**src/common/sbgt_pkg.sv**
```systemverilog
// Constants, register map and mode codes for the sixteen-bit general timer.
// Behaviour
// RL1: Sixteen-bit counter, interval timer or event counter.
// RL2: Timer modes count the internal instruction clock.
// RL3: Counter modes count external pin rising edges.
// RL4: Mode chosen by bits 1, 2, 6.
// RL5: Synchronise prescaler output, else count asynchronously.
// RL6: Bit 15 runs or halts the counter.
// RL7: Bit 13 stops counting while in Idle.
// RL8: Bit 6 gates internal clock; ignored externally.
// RL9: Bits 5-4 select 1:1, 1:8, 1:64, 1:256.
// RL10: Bit 2 synchronises external input; ignored internally.
// RL11: Bit 1 selects external pin or internal clock.
// RL12: Synchronous counter running ignores count writes.
// RL13: Unused control bits read zero, ignore writes.
// RL14: Gated mode counts only while gate high.
package sbgt_pkg;

	// Bus decode width and register byte offsets.
	localparam int unsigned ADDR_W     = 8;
	localparam logic [7:0]  OFF_CTRL   = 8'h00;
	localparam logic [7:0]  OFF_COUNT  = 8'h04;
	localparam logic [7:0]  OFF_STATUS = 8'h08;
	localparam logic [7:0]  OFF_MASK   = 8'h0C;

	// Control field positions.
	localparam int unsigned RUN_BIT  = 15;
	localparam int unsigned IDLE_BIT = 13;
	localparam int unsigned GATE_BIT = 6;
	localparam int unsigned PS_HI    = 5;
	localparam int unsigned PS_LO    = 4;
	localparam int unsigned SYNC_BIT = 2;
	localparam int unsigned CS_BIT   = 1;

	// Writable control bits; everything else reads as zero.
	localparam logic [15:0] CTRL_MASK  = 16'hA076;
	localparam logic [15:0] CTRL_RST   = 16'h0000;
	localparam logic [15:0] COUNT_RST  = 16'h0000;
	localparam logic [15:0] COUNT_MAX  = 16'hFFFF;

	// Status and mask layout.
	localparam int unsigned STAT_W   = 2;
	localparam int unsigned ST_OVF   = 0;
	localparam int unsigned ST_GATE  = 1;
	localparam logic [1:0]  STAT_RST = 2'h0;
	localparam logic [1:0]  MASK_RST = 2'h0;

	// Prescaler terminal counts for each ratio code.
	localparam logic [7:0] PS_LAST_1   = 8'h00;
	localparam logic [7:0] PS_LAST_8   = 8'h07;
	localparam logic [7:0] PS_LAST_64  = 8'h3F;
	localparam logic [7:0] PS_LAST_256 = 8'hFF;

	// AHB transfer type with a transfer present.
	localparam logic [1:0] HTRANS_NONSEQ = 2'h2;

	// Operating modes, one-hot.
	typedef enum logic [3:0] {
		MODE_TIMER = 4'b0001,
		MODE_GATED = 4'b0010,
		MODE_SYNC  = 4'b0100,
		MODE_ASYNC = 4'b1000
	} sbgt_mode_e;

	// Terminal count of the prescaler for a ratio code.
	function automatic logic [7:0] ps_last(input logic [1:0] sel);
		unique case (sel)
			2'h0: ps_last = PS_LAST_1;
			2'h1: ps_last = PS_LAST_8;
			2'h2: ps_last = PS_LAST_64;
			2'h3: ps_last = PS_LAST_256;
		endcase
	endfunction

endpackage

```
**src/rtl/sbgt_prescaler.sv**
```systemverilog
// Input clock prescaler for the general timer.
`timescale 1ns/1ps
module sbgt_prescaler (
	input  wire logic       clk,
	input  wire logic       rst_n,
	input  wire logic       clear,
	input  wire logic       tick_in,
	input  wire logic [1:0] ratio_sel,
	output logic            tick_out
);
	import sbgt_pkg::*;

	logic [7:0] cnt;
	wire  [7:0] last    = ps_last(ratio_sel);
	wire        at_last = (cnt == last);

	// Count input ticks and emit one pulse per full ratio.
	always_ff @(posedge clk) begin
		if (!rst_n || clear) begin
			cnt      <= 8'h00;
			tick_out <= 1'b0;
		end else begin
			tick_out <= tick_in && at_last; // see RL9
			if (tick_in) begin
				cnt <= at_last ? 8'h00 : cnt + 8'h01;
			end
		end
	end

	// A pulse out follows the ratio-th input tick exactly.
	presc_ratio_a: assert property (@(posedge clk) disable iff (!rst_n) // see RL9
		tick_out |-> ($past(tick_in) && !$past(clear) && $past(at_last)))
		else $error("prescaler pulse without terminal count");

endmodule

```
**src/rtl/sbgt_sync.sv**
```systemverilog
// Pulse synchroniser that carries prescaled pin ticks into the device clock.
`timescale 1ns/1ps
module sbgt_sync (
	input  wire logic clk,
	input  wire logic rst_n,
	input  wire logic pulse_in,
	output logic      pulse_out
);
	import sbgt_pkg::*;

	logic tog;
	logic s1;
	logic s2;
	logic s3;

	// Toggle on each pulse, then three flops; only s2 reads s1.
	always_ff @(posedge clk) begin
		if (!rst_n) begin
			tog <= 1'b0;
			s1  <= 1'b0;
			s2  <= 1'b0;
			s3  <= 1'b0;
		end else begin
			tog <= tog ^ pulse_in;
			s1  <= tog;
			s2  <= s1;
			s3  <= s2;
		end
	end

	// Edge of the synchronised toggle marks one delivered pulse.
	assign pulse_out = s2 ^ s3; // see RL5

	// A pulse reaches the far side three cycles later.
	sync_delay_a: assert property (@(posedge clk) disable iff (!rst_n) // see RL5
		pulse_in |-> ##3 pulse_out)
		else $error("synchronised pulse late or lost");

endmodule

```
**src/rtl/sbgt_top.sv**
```systemverilog
// Sixteen-bit general timer with AHB-Lite registers and an interrupt.
//
// The implementer's own choices: the AHB-Lite interface to the registers and the address map.
`timescale 1ns/1ps
module sbgt_top #(
	parameter int unsigned INSTR_DIV = 1
) (
	input  wire logic        clk,
	input  wire logic        rst_n,
	input  wire logic        hsel,
	input  wire logic [31:0] haddr,
	input  wire logic [1:0]  htrans,
	input  wire logic        hwrite,
	input  wire logic [2:0]  hsize,
	input  wire logic [31:0] hwdata,
	input  wire logic        hready,
	output logic             hreadyout,
	output logic             hresp,
	output logic [31:0]      hrdata,
	input  wire logic        external_count_pin,
	input  wire logic        gate_pin,
	input  wire logic        idle_mode,
	output logic             irq
);
	import sbgt_pkg::*;

	localparam logic [7:0] DIV_LAST = 8'(INSTR_DIV - 1);

	// Register state.
	logic [15:0]       timer_one_control;
	logic [15:0]       count_value;
	logic [STAT_W-1:0] status;
	logic [STAT_W-1:0] mask;

	// Bus state between address and data phase.
	logic [ADDR_W-1:0] addr_q;
	logic              wr_pend;
	logic              rd_pend;

	// Clocking and edge state.
	logic [7:0] div_cnt;
	logic       pin_q;
	logic       gate_q;

	// Address decode shared by write and read paths.
	function automatic logic hit(input logic [ADDR_W-1:0] a,
		input logic [7:0] off);
		hit = (a == off);
	endfunction

	// Control fields.
	wire       run_control            = timer_one_control[RUN_BIT];
	wire       idle_stop              = timer_one_control[IDLE_BIT];
	wire       gate_accumulate_enable = timer_one_control[GATE_BIT];
	wire [1:0] prescale_select        = timer_one_control[PS_HI:PS_LO];
	wire       ext_input_synchronise  = timer_one_control[SYNC_BIT];
	wire       clock_source_select    = timer_one_control[CS_BIT];

	// Mode from source, sync and gate bits; unused bits drop out.
	sbgt_mode_e mode;
	assign mode = clock_source_select ? // see RL4
		(ext_input_synchronise ? MODE_SYNC : MODE_ASYNC) : // see RL10
		(gate_accumulate_enable ? MODE_GATED : MODE_TIMER); // see RL8

	// Bus request decode; only NONSEQ and SEQ carry a transfer.
	wire bus_take = hsel && hready && htrans[1];
	wire wr_take  = bus_take && hwrite;
	wire rd_take  = bus_take && !hwrite;

	// Data-phase write strobes per register.
	wire wr_ctrl   = wr_pend && hit(addr_q, OFF_CTRL);
	wire wr_cntraw = wr_pend && hit(addr_q, OFF_COUNT);
	wire wr_stat   = wr_pend && hit(addr_q, OFF_STATUS);
	wire wr_mask   = wr_pend && hit(addr_q, OFF_MASK);

	// A running synchronous counter refuses software loads.
	wire wr_block = clock_source_select && ext_input_synchronise
		&& run_control;
	wire wr_count = wr_cntraw && !wr_block; // see RL12

	// Counting is halted when off, or when idle with stop-in-idle set.
	wire run = run_control && !(idle_mode && idle_stop); // see RL6 RL7

	// Instruction clock enable from a divider of the device clock.
	wire icy_tick = (div_cnt == DIV_LAST); // see RL2

	// Rising edge of the pin and falling edge of the gate.
	wire pin_rise  = external_count_pin && !pin_q; // see RL3 RL11
	wire gate_fall = gate_q && !gate_pin;

	// Prescaler input per mode; gated mode passes ticks only with gate.
	logic presc_in;
	always_comb begin
		presc_in = 1'b0;
		unique case (mode)
			MODE_TIMER: presc_in = icy_tick; // see RL2
			MODE_GATED: presc_in = icy_tick && gate_pin; // see RL14
			MODE_SYNC:  presc_in = pin_rise; // see RL3
			MODE_ASYNC: presc_in = pin_rise; // see RL3
		endcase
	end

	wire ps_tick;
	wire sy_tick;

	// Prescaler restarts whenever the timer is switched off.
	sbgt_prescaler u_presc (
		.clk       (clk),
		.rst_n     (rst_n),
		.clear     (!run_control),
		.tick_in   (presc_in && run),
		.ratio_sel (prescale_select),
		.tick_out  (ps_tick)
	);

	// Synchronisation happens after the prescaler, not on the raw pin.
	sbgt_sync u_sync (
		.clk       (clk),
		.rst_n     (rst_n),
		.pulse_in  (ps_tick),
		.pulse_out (sy_tick)
	);

	// Synchronous mode uses the resynchronised tick; the others do not.
	// Ticks still in the synchroniser when run drops are discarded.
	wire count_tick = run && ((mode == MODE_SYNC) ? sy_tick : ps_tick); // see RL5

	// Events: counter wrap and end of a gated accumulation.
	wire ev_ovf  = count_tick && (count_value == COUNT_MAX) && !wr_count;
	wire ev_gate = (mode == MODE_GATED) && run && gate_fall;
	wire [STAT_W-1:0] stat_set = {ev_gate, ev_ovf};
	wire [STAT_W-1:0] stat_clr = wr_stat ? hwdata[STAT_W-1:0] : '0;

	// Next values; a hardware set wins over a same-cycle clear.
	wire [15:0]       load_val    = hwdata[15:0];
	wire [STAT_W-1:0] next_status = (status & ~stat_clr) | stat_set;
	wire [15:0] next_count = wr_count ? load_val :
		(count_tick ? count_value + 16'h0001 : count_value); // see RL1
	wire [15:0] next_ctrl = wr_ctrl ? (load_val & CTRL_MASK) :
		timer_one_control; // see RL13

	// Interrupt source; registered below so the pin comes from a flop.
	wire irq_src = |(status & mask);

	// Read data mux; unmapped offsets read as zero.
	wire [31:0] rd_mux =
		hit(addr_q, OFF_CTRL)   ? {16'h0000, timer_one_control} :
		hit(addr_q, OFF_COUNT)  ? {16'h0000, count_value} :
		hit(addr_q, OFF_STATUS) ? {{(32-STAT_W){1'b0}}, status} :
		hit(addr_q, OFF_MASK)   ? {{(32-STAT_W){1'b0}}, mask} :
		32'h00000000;

	// Bus phase tracking. Reads take one wait state so that a read
	// right after a write sees the written value.
	always_ff @(posedge clk) begin
		if (!rst_n) begin
			addr_q    <= '0;
			wr_pend   <= 1'b0;
			rd_pend   <= 1'b0;
			hreadyout <= 1'b1;
			hresp     <= 1'b0;
		end else begin
			wr_pend <= wr_take;
			rd_pend <= rd_take;
			hresp   <= 1'b0;
			if (bus_take) begin
				addr_q <= haddr[ADDR_W-1:0];
			end
			hreadyout <= !rd_take;
		end
	end

	// Read data is loaded in the wait cycle and holds until the next read.
	always_ff @(posedge clk) begin
		if (!rst_n) begin
			hrdata <= 32'h00000000;
		end else if (rd_pend) begin
			hrdata <= rd_mux;
		end
	end

	// Control and mask registers.
	always_ff @(posedge clk) begin
		if (!rst_n) begin
			timer_one_control <= CTRL_RST;
			mask              <= MASK_RST;
		end else begin
			timer_one_control <= next_ctrl;
			if (wr_mask) begin
				mask <= hwdata[STAT_W-1:0];
			end
		end
	end

	// Counter, status and interrupt.
	always_ff @(posedge clk) begin
		if (!rst_n) begin
			count_value <= COUNT_RST;
			status      <= STAT_RST;
			irq         <= 1'b0;
		end else begin
			count_value <= next_count;
			status      <= next_status;
			irq         <= irq_src;
		end
	end

	// Instruction clock divider and edge history.
	always_ff @(posedge clk) begin
		if (!rst_n) begin
			div_cnt <= 8'h00;
			pin_q   <= 1'b0;
			gate_q  <= 1'b0;
		end else begin
			div_cnt <= icy_tick ? 8'h00 : div_cnt + 8'h01;
			pin_q   <= external_count_pin;
			gate_q  <= gate_pin;
		end
	end

	// Reserved control bits never hold a one.
	ctrl_reserved_a: assert property (@(posedge clk) disable iff (!rst_n) // see RL13
		(timer_one_control & ~CTRL_MASK) == 16'h0000)
		else $error("reserved control bit set");

	// Switched off, the count holds unless software loads it.
	halt_hold_a: assert property (@(posedge clk) disable iff (!rst_n) // see RL6
		(!run_control && !wr_count) |=> $stable(count_value))
		else $error("count moved while halted");

	// Idle with stop-in-idle freezes the count.
	idle_freeze_a: assert property (@(posedge clk) disable iff (!rst_n) // see RL7
		(idle_mode && idle_stop && !wr_count) |=> $stable(count_value))
		else $error("count moved in idle");

	// A refused load leaves the count as counting made it.
	load_refuse_a: assert property (@(posedge clk) disable iff (!rst_n) // see RL12
		(wr_cntraw && wr_block && !count_tick) |=> $stable(count_value))
		else $error("blocked count write took effect");

	// Each tick adds exactly one, wrapping at sixteen bits.
	count_step_a: assert property (@(posedge clk) disable iff (!rst_n) // see RL1
		(count_tick && !wr_count) |=>
		(count_value == 16'($past(count_value) + 16'h0001)))
		else $error("count did not step by one");

	// Gate low blocks every internal tick in gated mode.
	gate_block_a: assert property (@(posedge clk) disable iff (!rst_n) // see RL14
		(mode == MODE_GATED && !gate_pin) |-> !presc_in)
		else $error("gated tick with gate low");

	// External source follows pin edges and ignores the gate bit.
	ext_source_a: assert property (@(posedge clk) disable iff (!rst_n) // see RL11
		clock_source_select |-> (presc_in == pin_rise))
		else $error("external source not pin edge");

	// Internal source ignores the pin entirely.
	int_source_a: assert property (@(posedge clk) disable iff (!rst_n) // see RL2
		(!clock_source_select && !gate_accumulate_enable)
		|-> (presc_in == icy_tick))
		else $error("internal source wrong");

	// Overflow sets its sticky bit on the next edge.
	ovf_sticky_a: assert property (@(posedge clk) disable iff (!rst_n)
		ev_ovf |=> status[ST_OVF])
		else $error("overflow flag not set");

	// Interrupt follows unmasked status one cycle later.
	irq_level_a: assert property (@(posedge clk) disable iff (!rst_n)
		$past(rst_n) |-> (irq == $past(irq_src)))
		else $error("interrupt level mismatch");

	// A read holds the bus exactly one wait cycle.
	read_wait_a: assert property (@(posedge clk) disable iff (!rst_n)
		rd_take |=> !hreadyout ##1 hreadyout)
		else $error("read wait state wrong");

	// Pin clocking with synchronisation selects the synchronous mode.
	mode_sync_a: assert property (@(posedge clk) disable iff (!rst_n) // see RL10
		(clock_source_select && ext_input_synchronise) |->
		(mode == MODE_SYNC))
		else $error("synchronous counter mode not selected");

	// Pin clocking without synchronisation counts asynchronously.
	mode_async_a: assert property (@(posedge clk) disable iff (!rst_n) // see RL4
		(clock_source_select && !ext_input_synchronise) |->
		(mode == MODE_ASYNC))
		else $error("asynchronous counter mode not selected");

	// The gate bit picks gated mode only with the internal clock.
	mode_gated_a: assert property (@(posedge clk) disable iff (!rst_n) // see RL8
		(!clock_source_select && gate_accumulate_enable) |->
		(mode == MODE_GATED))
		else $error("gated timer mode not selected");

	// Synchronous mode counts only what leaves the synchroniser.
	sync_path_a: assert property (@(posedge clk) disable iff (!rst_n) // see RL5
		(mode == MODE_SYNC) |->
		(count_tick == (run && sy_tick)))
		else $error("synchronous count bypassed synchroniser");

	// Asynchronous mode counts the prescaler output directly.
	async_path_a: assert property (@(posedge clk) disable iff (!rst_n) // see RL5
		(mode == MODE_ASYNC) |->
		(count_tick == (run && ps_tick)))
		else $error("asynchronous count path wrong");

	// A gate falling edge in gated mode with run high sets its sticky bit.
	gate_event_a: assert property (@(posedge clk) disable iff (!rst_n) // see RL14
		ev_gate |=> status[ST_GATE])
		else $error("gate event flag not set");

	// An overflow flag stays set until software writes a one to it.
	ovf_keep_a: assert property (@(posedge clk) disable iff (!rst_n)
		(status[ST_OVF] && !(wr_stat && hwdata[ST_OVF])) |=> status[ST_OVF])
		else $error("overflow flag lost");

	// An accepted software load replaces the count.
	count_load_a: assert property (@(posedge clk) disable iff (!rst_n) // see RL12
		wr_count |=>
		(count_value == $past(load_val)))
		else $error("count load not applied");

	// A control write keeps only the implemented bits.
	ctrl_write_a: assert property (@(posedge clk) disable iff (!rst_n) // see RL13
		wr_ctrl |=>
		(timer_one_control == ($past(load_val) & CTRL_MASK)))
		else $error("control write not applied");

	// Writes complete with no wait state.
	write_zero_a: assert property (@(posedge clk) disable iff (!rst_n)
		wr_take |=> hreadyout)
		else $error("write inserted a wait state");

endmodule
```
**config.mk**
```make
export PLATFORM = sky130hd
export DESIGN_NAME = sbgt_top
export DESIGN_NICKNAME = d
export VERILOG_FILES = /design/src/common/sbgt_pkg.sv /design/src/rtl/sbgt_prescaler.sv /design/src/rtl/sbgt_sync.sv /design/src/rtl/sbgt_top.sv
export SDC_FILE = /design/constraint.sdc
export NUM_CORES = 1
export LEC_CHECK = 0
export BUFFER_PORTS_ARGS = -buffer_cell sky130_fd_sc_hd__buf_4
export CORE_MARGIN = 2
export CORE_UTILIZATION = 40
export CTS_BUF_LIST = sky130_fd_sc_hd__clkbuf_8
export CTS_CLUSTER_SIZE = 10
export DETAILED_ROUTE_END_ITERATION = 12
export PLACE_DENSITY = 0.65
export SYNTH_ARGS = -nofsm -noshare
export SYNTH_HDL_FRONTEND = slang
export SYNTH_SLANG_ARGS = --single-unit
```
**constraint.sdc**
```tcl
create_clock -name clk -period 2.06 [get_ports clk]
set_input_delay 0.412 -clock clk [delete_from_list [all_inputs] [get_ports clk]]
set_output_delay 0.412 -clock clk [all_outputs]
set_load 0.1 [all_outputs]
```
==> results.cfg, run 1 <==
[timing]
fin_skew_ns = 0.00672
finalHoldViolCount = 0
rsz0062_at_grt = no
slew_violations = 0
timing.hold.ws_ns = 0.247
setup_tns_ns = 0
fin_crit_sh_pct = 95.0
finalSetupViolCount = 0
fin_crit_ns = 1.96
setup_ws_ns = 0.104
fmax_ghz = 0.511

[critical_path]
slowest_delay_ns = 0.50
path_cells = nor4_4 -> nand3_1 -> o41a_1 -> buf_6 -> buf_4 -> o21ai_0 -> a21oi_2
cp-start-kind = register
critPathKind = register to register
required_ns = 2.29
cp_slowest_cell = o41a_1
crit_path_max_fanout = 7
cp-end-kind = register
arrival_ns = 2.18

[yosys]
ys_seq_area_share_pct = 45.2
synth_cells = 394
avgSynthCellArea_um2 = 8.76
netlist_top_cells_area = dfxtp_1 45%, nand2_1 6.3%, a21oi_1 4.8%
ys_seq_elements = 78
synth-edff-count = 0
ys_warn_count = 0
yosysTopAreaCellShare_pct = 45.2
synthArstFlopShare_pct = 0
synth_cell_type_count = 50
yosysTopAreaCell = dfxtp_1
synth_area_um2 = 3450
ys.flop_type = dfxtp_1

[pwr]
switchingPower_uw = 740
power_leakage_uw = 0.00161
p_int_uw = 2280
p_sw_share_pct = 24.5
total_power_uw = 3020
combPwrFrac_pct = 8.6
p_per_area_nw_per_um2 = 712
peakVddDrop_uv = 528
p_clk_share_pct = 41.0
pwr-share-seq_pct = 50.5

[route]
routed_via_density = 5.18
wirelength_mm = 8.09
first_iter_violations = 100
firstDrtPassIters = 5
drtAntennaViolNets = 0
drcViolationCount = 0
routedWlPerCell_um = 14.3
dr_total_vias = 2937

[grt]
track_usage_pct = 17.5
antenna_found_initial = 0
first_global_vias = 2843
grt_pass1_wl_mm = 13.5
globalRouteOverflowTotal = 0
grt_max_degree = 18

[floorplan]
start_util_pct = 41.6
coreArea_um2 = 8300
die_area_um2 = 9390
row_count = 33
ios = 112
die_x_um = 96.9
dieHeight_um = 96.9

[layout]
stdcell_area_um2 = 4240
drive_above_1_share_pct = 20.6
finalNetCount = 538
n_fill_cell = 793
synthToLayoutAreaGrowth_pct = 22.8
n_antenna_cell = 0

[placed_design]
port_buffers = 50
dp_slack_ns = 0.0626
post_dp_cell_area_um2 = 3990
hpwl_mm = 5.83
place.gp.congestion = 0.845

[clocking]
clk_latency_ns = 0.35
cts.sink_count = 78
hold_buffers = 0
clk_pin_slew_ns = 0.08
ctsRootBufferMaster = clkbuf_8
cts_made_buffers = 9
cts_buffer_depth = 2
cts_tree = yes
htree_levels = 3

[outcome]
run_status = finished, final reports clean

[min_path]
hp-class = input pin to register

[flow_run]
timing.max_cap.violations = 0
cells by family (layout without fill, tap and decap cells):
family / count (synthesis) / count (layout) / synth area share (%)
AOI/OAI and AO/OA: 82 / 82 / 16.1
adders and majority gates: 4 / 4 / 1.45
muxes: 7 / 7 / 2.43
DFF: 78 / 78 / 45.2
other: 1 / 17 / 0.109
buffers and inverters: 41 / 93 / 6.42
and+or+nand+nor: 158 / 158 / 22.4
xor gates and xnor gates: 23 / 23 / 5.84
worst max-delay path: cells and delay by family, from the launching register on:
family | cells | cell delay, ns
compound gates | 3 | 0.80
flops | 1 | 0.36
simple gates | 2 | 0.36
buf+inv | 2 | 0.31
power by group through the flow:
stage	clock network [uW]	logic [uW]	registers [uW]
6_report	1240	259	1520
5_1_grt	1340	274	1530
4_1_cts	1280	259	1530
3_5_place_dp	0	258	1560
3_3_place_gp	0	256	1560
2_1_floorplan	0	208	1560
timing repair:
action                     CTS  global route
gates resized for setup      0             7
setup endpoints to repair    0             9
setup buffers                0             0
synth_stat cells (4+ instances only):
master,count
dfxtp_1,78
nand2_1,58
a21oi_1,33
nor2_1,30
a22oi_1,17
buf_4,17
nand3_1,17
xor2_1,15
clkbuf_1,14
o2bb2ai_1,12
nand4_1,11
and3_1,8
xnor2_1,8
and2_1,7
inv_1,6
nor3_1,6
mux2i_1,5
o21ai_0,5
ha_1,4
state kept, by name, indices dropped and copies added, names as in the netlist:
signal / flops
addr_q: 8
count_value: 16
div_cnt: 8
gate_q: 1
hrdata: 16
hreadyout: 1
irq: 1
mask: 2
pin_q: 1
rd_pend: 1
status: 2
timer_one_control: 7
u_presc.cnt: 8
u_presc.tick_out: 1
u_sync.s1: 1
u_sync.s2: 1
u_sync.s3: 1
u_sync.tog: 1
wr_pend: 1
layer usage:
layer	vias up	wire (um)	track usage [%]
li1	1485	-	-
met1	1385	3610	21.6
met2	63	4060	29.3
met3	4	350	5.56
met4	0	74	4.88
met5	-	0	0
cells in the final DEF, fill, tap and decap left out, drive strengths merged, types with 9 or more instances in the layout:
cell type / synthesis / final
nand2: 58 / 58
conb: 1 / 17
buf: 21 / 71
xor2: 15 / 15
o2bb2ai: 12 / 12
a21oi: 33 / 33
a22oi: 17 / 17
dfxtp: 78 / 78
nand3: 17 / 17
nand4: 11 / 11
nor2: 30 / 30
clkbuf: 14 / 10
inv: 6 / 9
final cells by class:
type	count	area, um^2	share of cell area, %
clock buffer	10	138	3.25
clock inverter	6	78.8	1.86
inverter	6	22.5	0.531
multi-input combinational	291	1760	41.4
sequential	78	1570	36.9
tap	105	131	3.10
timing repair buffer	71	549	13.0
final timing paths:
| check | startpoint | to | slack [ns] | cells past startpoint |
|---|---|---|---|---|
| setup / recovery | div_cnt[7] | u_presc.cnt[2] | 0.10 | 7 |
| hold / removal | hwrite | rd_pend | 0.25 | 2 |
| setup reg to reg | div_cnt[7] | u_presc.cnt[2] | 0.10 | 7 |
| hold reg to reg | u_sync.s1 | u_sync.s2 | 0.46 | 1 |
per-stage QoR:
step | util, % | std cells
final | 51.1 | 567
after global placement | 48.1 | 551
after CTS | 50.7 | 567
after floorplan | - | 410
after detailed placement | 48.1 | 551
after global routing | 51.1 | 567
Power figures use the tool's default switching activity.
==> run 2: changes to the inputs <==
- CORE_UTILIZATION: 40 -> 51
- PLACE_DENSITY: 0.65 -> 0.8
- clock period: 2.06 -> 2.1 ns (I/O delays scaled with it)
==> results.cfg, run 2 (same netlist as run 1, synthesis figures left out) <==
[critical_path]
ff2ff_path_depth = 6
cp-start-kind = register
rr_endpoint = u_presc.cnt[0]
cp_slowest_cell = o41a_1
r2r_start = div_cnt[6]
path_cells = nor4_2 -> nand3_1 -> o41a_1 -> buf_4 -> or3b_2 -> a21oi_1
required_ns = 2.38
critPathKind = register to register
cp-end-kind = register
slowest_delay_ns = 0.44
r2r_slack_ns = 0.06
crit_path_max_fanout = 7
arrival_ns = 2.32

[clocking]
clk_latency_ns = 0.35
cts.sink_count = 78
cts_made_buffers = 9
htree_levels = 3
ctsRootBufferMaster = clkbuf_8
cts_buffer_depth = 2
cts_tree = yes
clk_pin_slew_ns = 0.08

[floorplan]
dieHeight_um = 86.3
die_area_um2 = 7440
die_x_um = 86.3
start_util_pct = 53.4
ios = 112
coreArea_um2 = 6460
row_count = 29

[timing]
fmax_ghz = 0.490
finalSetupViolCount = 0
fin_skew_ns = 0.00899
finalHoldViolCount = 0
setup_ws_ns = 0.0587
timing.hold.ws_ns = 0.257
slew_violations = 0
setup_tns_ns = 0
fin_crit_ns = 2.04
fin_crit_sh_pct = 97.2

[layout]
drive_above_1_share_pct = 19.5
n_fill_cell = 554
mostFrequentLayoutCell = dfxtp_1
final-instance-count-excl-fill = 533
layout_common_cells = 78 x dfxtp_1, 67 x buf_4, 58 x nand2_1
reg_top3 = count_value x16, hrdata x16
stdcell_area_um2 = 4170
finalNetCount = 534
n_antenna_cell = 0
synthToLayoutAreaGrowth_pct = 20.8

[route]
drcViolationCount = 0
routed_via_density = 5.68
drtAntennaViolNets = 0
wirelength_mm = 8.13
firstDrtPassIters = 5
first_iter_violations = 200
routedWlPerCell_um = 15.2
dr_total_vias = 3029

[grt]
globalRouteOverflowTotal = 0
grt_max_degree = 18
grt_pass1_wl_mm = 13.4
track_usage_pct = 22.7
antenna_found_initial = 0
first_global_vias = 2836

[placed_design]
placed_cells = 518
hpwl_mm = 5.52
port_buffers = 50
dp_slack_ns = 0.0000406
post_dp_cell_area_um2 = 3910
place.gp.congestion = 0.885

[min_path]
hp-class = input pin to register
hold_depth = 2
hold_start = hwrite
min_to = rd_pend

[pwr]
power_leakage_uw = 0.00159
peakVddDrop_uv = 518
p_per_area_nw_per_um2 = 771

[flow_run]
timing.max_cap.violations = 0

[outcome]
run_status = finished, final reports clean
run 2: cell count changes in the layout (fill, tap and decap cells not counted), sizes merged:
cell	before	now
clkinvlp	1	0
bufinv	2	4
inv	9	6
buf	71	67
run 2: worst max-delay path by stage:
stage,endpoint,depth (start not counted),start,slack (ns)
2_1_floorplan,u_presc.cnt[6],5,timer_one_control[15],0.21
3_3_place_gp,u_presc.cnt[6],5,div_cnt[6],0.04
3_5_place_dp,u_presc.cnt[6],5,div_cnt[5],0.00004
4_1_cts,u_presc.cnt[6],5,div_cnt[5],0.02
5_1_grt,u_presc.cnt[6],5,div_cnt[5],-0.001
6_report,u_presc.cnt[0],6,div_cnt[6],0.06
run 2: critical path: cells and delay by family, from the launching register on:
kind | cells | cell delay, ns
buf+inv | 1 | 0.19
simple gates | 3 | 0.87
flops | 1 | 0.35
compound gates | 2 | 0.56
run 2: where the power goes:
part           leakage [uW]  switching [uW]  internal, uW  total [uW]
Combinational      0.000831             193          59.3         253
Sequential         0.000629            9.00          1490        1500
Clock              0.000128             538           929        1470
run 2: repair_timing:
action                                  4_1_cts  5_1_grt
gates resized for setup                       0        1
hold buffers                                  0        0
endpoints found under the setup margin        1        7
setup buffers                                 0        1
pin swaps                                     1        1
run 2: layout make-up:
| cell class | count | area (um^2) | share of cell area [%] |
|---|---|---|---|
| well taps | 77 | 96.3 | 2.31 |
| flip-flops and latches | 78 | 1560 | 37.4 |
| clock inverters | 4 | 120 | 2.88 |
| clock buffers | 10 | 138 | 3.30 |
| inverters | 6 | 22.5 | 0.540 |
| repair buffers | 67 | 503 | 12.1 |
| multi-input cells | 291 | 1730 | 41.5 |
run 2: layer usage:
| layer | share of wire, % | vias to the layer above | track usage, % |
|---|---|---|---|
| met4 | 1.7 | 0 | 7.67 |
| met5 | 0 | - | 0 |
| met3 | 6.7 | 15 | 6.48 |
| met2 | 49 | 112 | 38.1 |
| met1 | 42 | 1421 | 28.2 |
| li1 | - | 1481 | - |
run 2: metrics by stage:
step	power, uW	util (%)
2_1_floorplan	1730	-
3_3_place_gp	1780	60.5
3_5_place_dp	1780	60.5
4_1_cts	3230	64.5
5_1_grt	3300	64.6
6_report	3220	64.6
==> run 3: changes to the inputs <==
--- a/config.mk
+++ b/config.mk
@@ -9,7 +9,7 @@
 export CORE_MARGIN = 2
-export CORE_UTILIZATION = 51
+export CORE_UTILIZATION = 50
 export CTS_BUF_LIST = sky130_fd_sc_hd__clkbuf_8
-export CTS_CLUSTER_SIZE = 10
+export CTS_CLUSTER_SIZE = 14
 export DETAILED_ROUTE_END_ITERATION = 12
-export PLACE_DENSITY = 0.8
+export PLACE_DENSITY = 0.79
 export SYNTH_ARGS = -nofsm -noshare
--- a/constraint.sdc
+++ b/constraint.sdc
@@ -3,2 +3,2 @@
 set_output_delay 0.42 -clock clk [all_outputs]
-set_load 0.1 [all_outputs]
+set_load 0.005 [all_outputs]
==> results.cfg, run 3 (same netlist as run 1, synthesis figures left out) <==
[critical_path]
cp-end-kind = register
worstPathBufferInverterCount = 0
cp_top_family = simple AND/OR/NAND/NOR gates
cp_slowest_cell = or4b_1
crit_path_max_fanout = 6
arrival_ns = 2.26
critPathKind = register to register
slowest_delay_ns = 0.54
path_cells = nor4_2 -> nand3_1 -> o41a_1 -> or4b_1 -> a31oi_1
required_ns = 2.38
cp-start-kind = register

[timing]
setup_tns_ns = 0
finalHoldViolCount = 0
rsz0062_at_grt = no
fin_crit_sh_pct = 94.6
setup_ws_ns = 0.113
fin_crit_ns = 1.99
slew_violations = 0
fmax_ghz = 0.503
finalSetupViolCount = 0
fin_skew_ns = 0.0104

[flow_run]
timing.max_cap.violations = 0

[clocking]
cts.sink_count = 78
cts_buffer_depth = 2
htree_levels = 3
cts_tree = yes
cts_made_buffers = 9
clk_latency_ns = 0.35
ctsRootBufferMaster = clkbuf_8
clk_pin_slew_ns = 0.08
hold_buffers = 0

[layout]
n_fill_cell = 548
n_antenna_cell = 0
synthToLayoutAreaGrowth_pct = 21.1
reg_top3 = count_value x16, hrdata x16
mostFrequentLayoutCell = dfxtp_1
drive_above_1_share_pct = 20.1
finalNetCount = 539
layout_common_cells = 78 x dfxtp_1, 71 x buf_4, 58 x nand2_1

[route]
drtAntennaViolNets = 0
dr_total_vias = 2985
routedWlPerCell_um = 14.8
drcViolationCount = 0
first_iter_violations = 145
routed_via_density = 5.50
wirelength_mm = 8.03
firstDrtPassIters = 4

[pwr]
p_sw_share_pct = 22.2
p_clk_share_pct = 42.9
switchingPower_uw = 630
pwr-share-seq_pct = 52.7
peakVddDrop_uv = 345
p_int_uw = 2210
combPwrFrac_pct = 4.4
p_per_area_nw_per_um2 = 680
power_leakage_uw = 0.00159

[floorplan]
ios = 112
start_util_pct = 51.4
die_area_um2 = 7580
die_x_um = 87.1
dieHeight_um = 87.1
coreArea_um2 = 6720
row_count = 30

[placed_design]
place.gp.congestion = 0.868
dp_slack_ns = -0.00782
port_buffers = 50
hpwl_mm = 5.74

[grt]
grt_pass1_wl_mm = 12.8
globalRouteOverflowTotal = 0
antenna_found_initial = 0
first_global_vias = 2789
track_usage_pct = 21.6
grt_max_degree = 20

[min_path]
hp-class = input pin to register

[outcome]
run_status = finished, final reports clean
run 3: cell types whose count changed in the layout (fill, tap and decap cells not counted), moves of 2 or more:
| cell | delta |
|---|---|
| buf_4 | +4 |
| bufinv_16 | -2 |
| clkinvlp_4 | +2 |
| inv_1 | +2 |
run 3: power groups by stage:
stage	Combinational, uW	Sequential (uW)	Clock [uW]
finish	126	1500	1220
global placement	121	1530	0
CTS	124	1500	1230
detailed placement	123	1530	0
floorplan	77.4	1530	0
global route	139	1500	1300
run 3: cell type report:
cell class / count / area (um^2) / area share [%]
Clock buffer: 9 / 124 / 2.96
Clock inverter: 7 / 91.3 / 2.19
Inverter: 6 / 22.5 / 0.539
Multi-Input combinational cell: 292 / 1750 / 41.8
Sequential cell: 78 / 1560 / 37.4
Tap cell: 80 / 100 / 2.40
Timing Repair Buffer: 71 / 533 / 12.8
run 3: layer usage:
layer  routed length (um)  global-route usage, %  up-vias
met5                    0                      0        -
met4                  199                   7.97        0
met3                  453                   5.40       18
met2                 3910                   35.5       90
met1                 3460                   27.3     1385
li1                     -                      -     1492
run 3: through the flow:
step | instance area (um^2) | util, % | cells | total power [uW] | hold WS, ns
finish | 4180 | 62.2 | 543 | 2840 | 0.254
global route | 4180 | 62.2 | 543 | 2940 | 0.250
CTS | 4150 | 61.7 | 540 | 2850 | 0.241
detailed placement | 3930 | 58.5 | 524 | 1650 | 0.428
global placement | 3930 | 58.5 | 524 | 1650 | 0.419
floorplan | 3510 | - | 410 | 1600 | 0.412
run 3: final timing paths:
| check | cells past startpoint | endpoint | from | slack, ns |
|---|---|---|---|---|
| worst min-delay path | 2 | rd_pend | hwrite | 0.25 |
| worst min register to register | 1 | u_sync.s2 | u_sync.s1 | 0.45 |
| worst max register to register | 5 | u_presc.cnt[6] | div_cnt[5] | 0.11 |
| worst max-delay path | 5 | u_presc.cnt[6] | div_cnt[5] | 0.11 |
run 3: repair_timing:
item	in CTS	in global routing
setup endpoints to repair	2	6
pin swaps	1	2
gates resized for setup	0	1
buffers inserted	0	2
cloned	0	1
